**src/design/cew_pkg.sv**
```systemverilog
// package for the cache error and watch unit: register indices, field layouts, types
// assumes one processor clock and a plain coprocessor register port
//
// How it works
// - capture register is 32 bits, read-only, loaded when a cache error is taken
// - bad-parity read response, cached or uncached, raises a cache error
// - parity errors are only reported, data is never corrected
// - reference type 0 instruction 1 data; cache level 0 primary
// - data-field flag is 1 for a data field error, else 0
// - tag-field flag is 1 for a tag field error, else 0
// - external-source flag 1 for external request, 0 for internal
// - bus error flag set or cleared on every cache error
// - additional-data flag set when data error joins instruction error
// - physical address 21:3 goes into the secondary index field
// - virtual address 13:12 into primary index low bits, bit 2 zero
// - reserved capture bits read as zero
// - error return pc loads on reset, soft reset, nmi, cache error
// - no branch-delay indicator exists for the error return pc
// - error return pc holds faulting pc or preceding branch in delay slot
// - fetch address 31:2 equal to watch field with enable set raises watch
// - matches under exception or error level are held until both clear
// - instruction watch ranks just below instruction address error
// - fetch watch enable clears on reset
// - load address 31:3 matching data watch with load enable raises watch
// - store address matching data watch with store enable raises watch
// - data watch ranks below data address error; cache ops never match
package cew_pkg;
    // -------------------------------------------------------------------
    // register indices on the coprocessor port
    // -------------------------------------------------------------------
    localparam logic [4:0] CEW_REG_CACHE_ERR = 5'h1b;
    localparam logic [4:0] CEW_REG_ERR_PC = 5'h1e;
    localparam logic [4:0] CEW_REG_INSTRUCTION_WATCH_ADDRESS = 5'h12;
    localparam logic [4:0] CEW_REG_DATA_WATCH_ADDRESS = 5'h13;
    // -------------------------------------------------------------------
    // capture register field positions
    // -------------------------------------------------------------------
    localparam int CEW_CE_REF = 31;
    localparam int CEW_CE_LVL = 30;
    localparam int CEW_CE_DATA = 29;
    localparam int CEW_CE_TAG = 28;
    localparam int CEW_CE_EXT = 27;
    localparam int CEW_CE_BUS = 26;
    localparam int CEW_CE_ADD = 25;
    localparam int CEW_CE_SIDX_LO = 3;
    localparam int CEW_CE_PIDX_LO = 0;
    // -------------------------------------------------------------------
    // watch register field positions and reset values
    // -------------------------------------------------------------------
    localparam int CEW_IW_EN = 0;
    localparam int CEW_DW_STORE = 0;
    localparam int CEW_DW_LOAD = 1;
    localparam logic [31:0] CEW_WATCH_RST = 32'h0000_0000;
    localparam logic [31:0] CEW_ZERO = 32'h0000_0000;

    // one reported cache error from the cache and bus logic
    typedef struct packed {
        logic valid;
        logic is_data;
        logic data_field;
        logic tag_field;
        logic external;
        logic on_bus;
        logic extra_data;
        logic [31:0] paddr;
        logic [31:0] vaddr;
        logic [31:0] pc;
    } cew_err_type;

    // one memory reference offered for watching
    typedef struct packed {
        logic fetch;
        logic load;
        logic store;
        logic cache_op;
        logic addr_err;
        logic [31:0] vaddr;
    } cew_ref_type;

    typedef struct packed {
        logic [31:0] cache_err;
        logic [31:0] err_pc;
        logic [29:0] iw_addr;
        logic iw_en;
        logic [28:0] dw_addr;
        logic dw_load;
        logic dw_store;
        logic pend_i;
        logic pend_d;
        logic [31:0] rdata;
        logic watch_i;
        logic watch_d;
    } cew_state_type;
endpackage : cew_pkg

```
**src/design/cew_unit.sv**
```systemverilog
// cache error capture, error return pc and two address watch comparators
// assumes all inputs are on i_clk; the core pulses one reference per cycle
//
// Strobed register access and the address map were left to the implementer.
`timescale 1ns/1ps
`default_nettype none
module cew_unit (
    input wire logic i_clk, // processor clock
    input wire logic i_sys_rst, // sync reset, high
    input wire logic i_soft_rst, // soft reset pulse
    input wire logic i_nmi, // nmi taken pulse
    input wire logic [31:0] i_cur_pc, // pc of the excepting instruction
    input wire cew_pkg::cew_err_type i_err, // cache error report
    input wire cew_pkg::cew_ref_type i_ref, // reference to watch
    input wire logic i_exc_level, // exception_level_flag
    input wire logic i_err_level, // error_level_flag
    input wire logic [4:0] i_addr, // register index
    input wire logic [31:0] i_wdata, // write data
    input wire logic i_wr, // write strobe
    input wire logic i_rd, // read strobe
    output logic [31:0] o_rdata, // read data, cycle after strobe
    output logic o_cache_err, // cache error exception request
    output logic o_watch_i, // instruction watch exception
    output logic o_watch_d, // data watch exception
    output logic [31:0] o_err_pc // error_return_pc
);
    cew_pkg::cew_state_type s_q;
    cew_pkg::cew_state_type s_d;
    logic i_hit;
    logic d_hit;
    logic free;

    // -------------------------------------------------------------------
    // watch compare
    // -------------------------------------------------------------------
    always_comb begin
        free = !i_exc_level && !i_err_level;
        i_hit = i_ref.fetch && s_q.iw_en && (i_ref.vaddr[31:2] == s_q.iw_addr);
        d_hit = !i_ref.cache_op && (i_ref.vaddr[31:3] == s_q.dw_addr)
            && ((i_ref.load && s_q.dw_load) || (i_ref.store && s_q.dw_store));
    end

    // -------------------------------------------------------------------
    // next state
    // -------------------------------------------------------------------
    always_comb begin
        s_d = s_q;
        s_d.rdata = cew_pkg::CEW_ZERO;
        s_d.watch_i = 1'b0;
        s_d.watch_d = 1'b0;
        // address error outranks the watch, so a hit on an errant fetch is dropped
        if (i_hit && !i_ref.addr_err) begin
            s_d.pend_i = 1'b1;
        end
        if (d_hit && !i_ref.addr_err) begin
            s_d.pend_d = 1'b1;
        end
        if (free && s_d.pend_i) begin
            s_d.watch_i = 1'b1;
            s_d.pend_i = 1'b0;
        end
        if (free && s_d.pend_d) begin
            s_d.watch_d = 1'b1;
            s_d.pend_d = 1'b0;
        end
        if (i_wr) begin
            unique case (i_addr)
                cew_pkg::CEW_REG_ERR_PC: s_d.err_pc = i_wdata;
                cew_pkg::CEW_REG_INSTRUCTION_WATCH_ADDRESS: begin
                    s_d.iw_addr = i_wdata[31:2];
                    s_d.iw_en = i_wdata[cew_pkg::CEW_IW_EN];
                end
                cew_pkg::CEW_REG_DATA_WATCH_ADDRESS: begin
                    s_d.dw_addr = i_wdata[31:3];
                    s_d.dw_load = i_wdata[cew_pkg::CEW_DW_LOAD];
                    s_d.dw_store = i_wdata[cew_pkg::CEW_DW_STORE];
                end
                default: ; // capture register ignores writes
            endcase
        end
        if (i_err.valid) begin
            // only reporting: the erroneous data is left as it is
            s_d.cache_err = cew_pkg::CEW_ZERO;
            s_d.cache_err[cew_pkg::CEW_CE_REF] = i_err.is_data;
            s_d.cache_err[cew_pkg::CEW_CE_LVL] = 1'b0;
            s_d.cache_err[cew_pkg::CEW_CE_DATA] = i_err.data_field;
            s_d.cache_err[cew_pkg::CEW_CE_TAG] = i_err.tag_field;
            s_d.cache_err[cew_pkg::CEW_CE_EXT] = i_err.external;
            s_d.cache_err[cew_pkg::CEW_CE_BUS] = i_err.on_bus;
            s_d.cache_err[cew_pkg::CEW_CE_ADD] = i_err.extra_data && !i_err.is_data;
            s_d.cache_err[21:3] = i_err.paddr[21:3];
            s_d.cache_err[2:0] = {1'b0, i_err.vaddr[13:12]};
        end
        // hardware load beats a same-cycle software write; no delay-slot bit kept
        if (i_err.valid) begin
            s_d.err_pc = i_err.pc;
        end else if (i_soft_rst || i_nmi) begin
            s_d.err_pc = i_cur_pc;
        end
        if (i_rd) begin
            unique case (i_addr)
                cew_pkg::CEW_REG_CACHE_ERR: s_d.rdata = s_q.cache_err;
                cew_pkg::CEW_REG_ERR_PC: s_d.rdata = s_q.err_pc;
                cew_pkg::CEW_REG_INSTRUCTION_WATCH_ADDRESS: s_d.rdata = {s_q.iw_addr, 1'b0, s_q.iw_en};
                cew_pkg::CEW_REG_DATA_WATCH_ADDRESS:
                    s_d.rdata = {s_q.dw_addr, 1'b0, s_q.dw_load, s_q.dw_store};
                default: s_d.rdata = cew_pkg::CEW_ZERO;
            endcase
        end
    end

    // -------------------------------------------------------------------
    // state register
    // -------------------------------------------------------------------
    always_ff @(posedge i_clk) begin
        if (i_sys_rst) begin
            s_q <= '0;
            s_q.err_pc <= i_cur_pc;
        end else begin
            s_q <= s_d;
        end
    end

    assign o_rdata = s_q.rdata;
    assign o_cache_err = i_err.valid;
    assign o_watch_i = s_q.watch_i;
    assign o_watch_d = s_q.watch_d;
    assign o_err_pc = s_q.err_pc;

    // -------------------------------------------------------------------
    // checks
    // -------------------------------------------------------------------
    defer_hold_a: assert property (@(posedge i_clk) disable iff (i_sys_rst)
        (i_exc_level || i_err_level) |-> !s_d.watch_i && !s_d.watch_d)
        else $error("watch taken while level flag set");
    fetch_hit_a: assert property (@(posedge i_clk) disable iff (i_sys_rst)
        (i_hit && !i_ref.addr_err && free) |=> o_watch_i)
        else $error("fetch watch hit not taken");
    data_hit_a: assert property (@(posedge i_clk) disable iff (i_sys_rst)
        (d_hit && !i_ref.addr_err && free) |=> o_watch_d)
        else $error("data watch hit not taken");
    cache_op_a: assert property (@(posedge i_clk) disable iff (i_sys_rst)
        (i_ref.cache_op && !s_q.pend_d) |=> !o_watch_d)
        else $error("cache op raised data watch");
    err_pc_a: assert property (@(posedge i_clk) disable iff (i_sys_rst)
        i_err.valid |=> o_err_pc == $past(i_err.pc))
        else $error("error pc not loaded");
    sidx_cap_a: assert property (@(posedge i_clk) disable iff (i_sys_rst)
        i_err.valid |=> s_q.cache_err[21:3] == $past(i_err.paddr[21:3]))
        else $error("secondary index wrong");
    pidx_cap_a: assert property (@(posedge i_clk) disable iff (i_sys_rst)
        i_err.valid |=> s_q.cache_err[2:0] == {1'b0, $past(i_err.vaddr[13:12])})
        else $error("primary index wrong");
    resv_zero_a: assert property (@(posedge i_clk) disable iff (i_sys_rst)
        s_q.cache_err[24:22] == 3'h0 && !s_q.cache_err[30])
        else $error("reserved capture bits set");
    bus_flag_a: assert property (@(posedge i_clk) disable iff (i_sys_rst)
        i_err.valid |=> s_q.cache_err[26] == $past(i_err.on_bus))
        else $error("bus flag not updated");
    ro_capture_a: assert property (@(posedge i_clk) disable iff (i_sys_rst)
        !i_err.valid |=> $stable(s_q.cache_err))
        else $error("capture register changed without error");
    reset_en_a: assert property (@(posedge i_clk)
        i_sys_rst |=> !s_q.iw_en && !s_q.dw_load && !s_q.dw_store)
        else $error("watch enables not cleared by reset");
endmodule : cew_unit
`default_nettype wire

```
**config.mk**
```make
export PLATFORM = sky130hd
export DESIGN_NAME = cew_unit
export DESIGN_NICKNAME = d
export VERILOG_FILES = /design/src/design/cew_pkg.sv /design/src/design/cew_unit.sv
export SDC_FILE = /design/constraint.sdc
export NUM_CORES = 1
export LEC_CHECK = 0
export ABC_AREA = 1
export BUFFER_PORTS_ARGS = -buffer_cell sky130_fd_sc_hd__buf_2
export CAP_MARGIN = 25
export CORE_ASPECT_RATIO = 0.5
export CORE_UTILIZATION = 51
export DETAILED_ROUTE_END_ITERATION = 10
export GPL_ROUTABILITY_DRIVEN = 0
export PLACE_DENSITY = 0.85
export SYNTH_ARGS = -nofsm -noshare
export SYNTH_HDL_FRONTEND = slang
export SYNTH_SLANG_ARGS = --single-unit
```
**constraint.sdc**
```tcl
create_clock -name i_clk -period 2.4 [get_ports i_clk]
set_input_delay 0.24 -clock i_clk [delete_from_list [all_inputs] [get_ports i_clk]]
set_output_delay 0.24 -clock i_clk [all_outputs]
set_load 0.02 [all_outputs]
```
==> flow_summary.json <==
{
  "worst_pin_slew_ns": 1.02,
  "setup_tns_ns": 0,
  "drive_above_1_share": 0.232,
  "drtPass1Iterations": 9,
  "holdPathEnd": "s_q[150]",
  "synth.area.top_cells": "dfxtp_1, nand2_1, edfxtp_1, buf_4, inv_1",
  "grt_max_degree": 80,
  "synthesis.nets": 1346,
  "path_clk_slew_ns": 0.06,
  "dieHeight_um": 91.0,
  "io_pins": 284,
  "r2r_slack_ns": 0.97,
  "num_vias": 8012,
  "dr_wl_met2_mm": 11.4,
  "first_iter_violations": 807,
  "worstSetupPathType": "in2reg",
  "post_cts_buffers": 0,
  "start_util": 0.523,
  "max-clock-path-buffers": 2,
  "period_needed_ns": 1.64,
  "globalRouteOverflowTotal": 0,
  "post_cts_resized": 0,
  "setup.worst_path.end_class": "register",
  "highest_layer": "met5",
  "synth_top_area_frac": 0.310,
  "yosysWarnings": 0,
  "htreeDepth": 4,
  "timing.final.max_slew_violations": 0,
  "dp_hpwl_mm": 17.5,
  "routed_wl_mm": 24.6,
  "nFillCells": 1365,
  "rsz0062_at_grt": "no",
  "holdPathStages": 3,
  "clk_latency_ns": 0.42,
  "r2r-end": "s_q[34]",
  "netlist_instances": 1129,
  "vias_per_cell": 5.34,
  "areaGrowthSynthToFinish_pct": 16.8,
  "multi_input_area_mm2": 0.00332,
  "antenna_found_initial": 1,
  "postSynthAreaPerCell_um2": 7.15,
  "cts_buffers": 17,
  "ctsHoldBuffers": 0,
  "vdd_drop_max_uv": 499,
  "hp-start": "i_err[84]",
  "min_path_type": "in2reg",
  "path_max_fanout": 60,
  "cellPowerDensity_mw_per_mm2": 660,
  "die_x_um": 180,
  "wl_met1_mm": 10.1,
  "core.rowCount": 32,
  "synth_most_common_cell": "nand2_1",
  "dieArea_mm2": 0.0164,
  "critical_path_required_ns": 2.67,
  "worstRegToRegCells": 10,
  "synth_edf_count": 32,
  "seqCellArea_mm2": 0.00346,
  "port_buffers": 238,
  "route.detailed.drc": 2,
  "ys_async_sr_fraction": 0,
  "fin_skew_ns": 0.00948,
  "ys_seq_area_frac": 0.429,
  "cts_tree": "done",
  "final_hold_viol_count": 0,
  "ys_top_cells_by_count": "nand2_1, inv_1, dfxtp_1, a21oi_1, nor2_1",
  "r2r-start": "s_q[61]",
  "grt_pass1_vias": 7693,
  "setup_viol": 0,
  "synthFlopType": "dfxtp_1",
  "p_total_mw": 6.22,
  "grt_pass1_wl_mm": 38.2,
  "synth.distinct_cells": 30,
  "design.core.area_mm2": 0.0155,
  "synth_seq_cells": 157,
  "slew_headroom": 0.319,
  "met3_length_mm": 2.46,
  "failed_checks": "design-rule violations",
  "postRouteAntennaNets": 0,
  "clkSinkCount": 157,
  "status": "finished, violations left",
  "finalCritPeriodShare": 0.685,
  "root_buffer": "clkbuf_16",
  "start_kind": "primary input",
  "synth_area_mm2": 0.00808,
  "wire_per_inst_um": 16.4,
  "max_freq_mhz": 608,
  "maxCapViolCount": 0,
  "synth_top_area_cell": "dfxtp_1",
  "critPathArrivalTime_ns": 1.92,
  "grt.total_usage": 0.301,
  "fin_nets": 1499,
  "power_leakage_nw": 4.38
}
==> worst max-delay path by stage <==
stage | from | end | slack (ns) | cells after the start
2_1_floorplan | i_err[102] | o_err_pc[0] | 0.45 | 6
5_1_grt | i_addr[1] | s_q[80] | 0.58 | 8
6_report | i_addr[3] | s_q[80] | 0.76 | 7
3_5_place_dp | i_addr[3] | s_q[71] | 0.42 | 7
3_3_place_gp | i_addr[1] | s_q[68] | 0.53 | 8
4_1_cts | i_addr[3] | s_q[80] | 0.82 | 7
==> power by group <==
part	switching, mW	internal [mW]	total (mW)
logic	0.460	0.267	0.727
clock network	1.05	1.58	2.63
registers	0.0610	2.81	2.87
total	1.57	4.66	6.22
==> registers in the layout, summed over array words and instances (netlist names) <==
signal / cells
s_q: 91
o_err_pc: 32
o_rdata: 32
o_watch_d: 1
o_watch_i: 1
==> per-stage QoR <==
| step | cell area, um^2 | setup slack (ns) | std cells | hold slack, ns | util |
|---|---|---|---|---|---|
| final | 9430 | 0.756 | 1501 | 0.0455 | 0.610 |
| after CTS | 9430 | 0.823 | 1499 | 0.0379 | 0.610 |
| after detailed placement | 8860 | 0.421 | 1467 | 0.433 | 0.574 |
| after floorplan | 8080 | 0.447 | 1129 | 0.381 | - |
| after global routing | 9430 | 0.575 | 1499 | 0.0536 | 0.610 |
| after global placement | 8860 | 0.535 | 1467 | 0.429 | 0.574 |
==> final cells by class <==
class | count | area share
inverters | 136 | 0.0544
clock inverters | 8 | 0.00968
clock buffers | 24 | 0.0500
multi-input cells | 718 | 0.352
flip-flops and latches | 157 | 0.367
diodes | 2 | 0.000531
repair buffers | 252 | 0.139
well taps | 204 | 0.0271
==> logic make-up (layout without fill, tap and decap cells) <==
family | Yosys count | in the layout | synth area share
simple gates | 495 | 495 | 0.240
other cells | 0 | 2 | 0
buf+inv | 254 | 420 | 0.160
xor+xnor | 2 | 2 | 0.00217
flops | 157 | 157 | 0.429
compound gates | 221 | 221 | 0.169
==> critical path: stages <==
cell     delay (ns)
buf_2          0.13
nor2_1         0.14
nand2_2        0.12
inv_4          0.35
nand2_4        0.46
o21ai_0        0.38
a21oi_1        0.07
==> cell usage in the layout (no fill, tap or decap), types with 17 or more instances in the layout <==
cell type / instances
a211oi_1: 32
a21oi_1: 92
a41oi_1: 19
buf_2: 238
clkbuf_16: 17
dfxtp_1: 125
edfxtp_1: 32
inv_1: 132
nand2_1: 369
nand3_1: 33
nor2_1: 84
o21ai_0: 59
==> routing by layer <==
| layer | track usage | up-vias |
|---|---|---|
| li1 | - | 3866 |
| met1 | 0.386 | 3696 |
| met2 | 0.495 | 389 |
| met3 | 0.0754 | 59 |
| met4 | 0.107 | 2 |
| met5 | 0 | - |
Power figures use the tool's default switching activity.
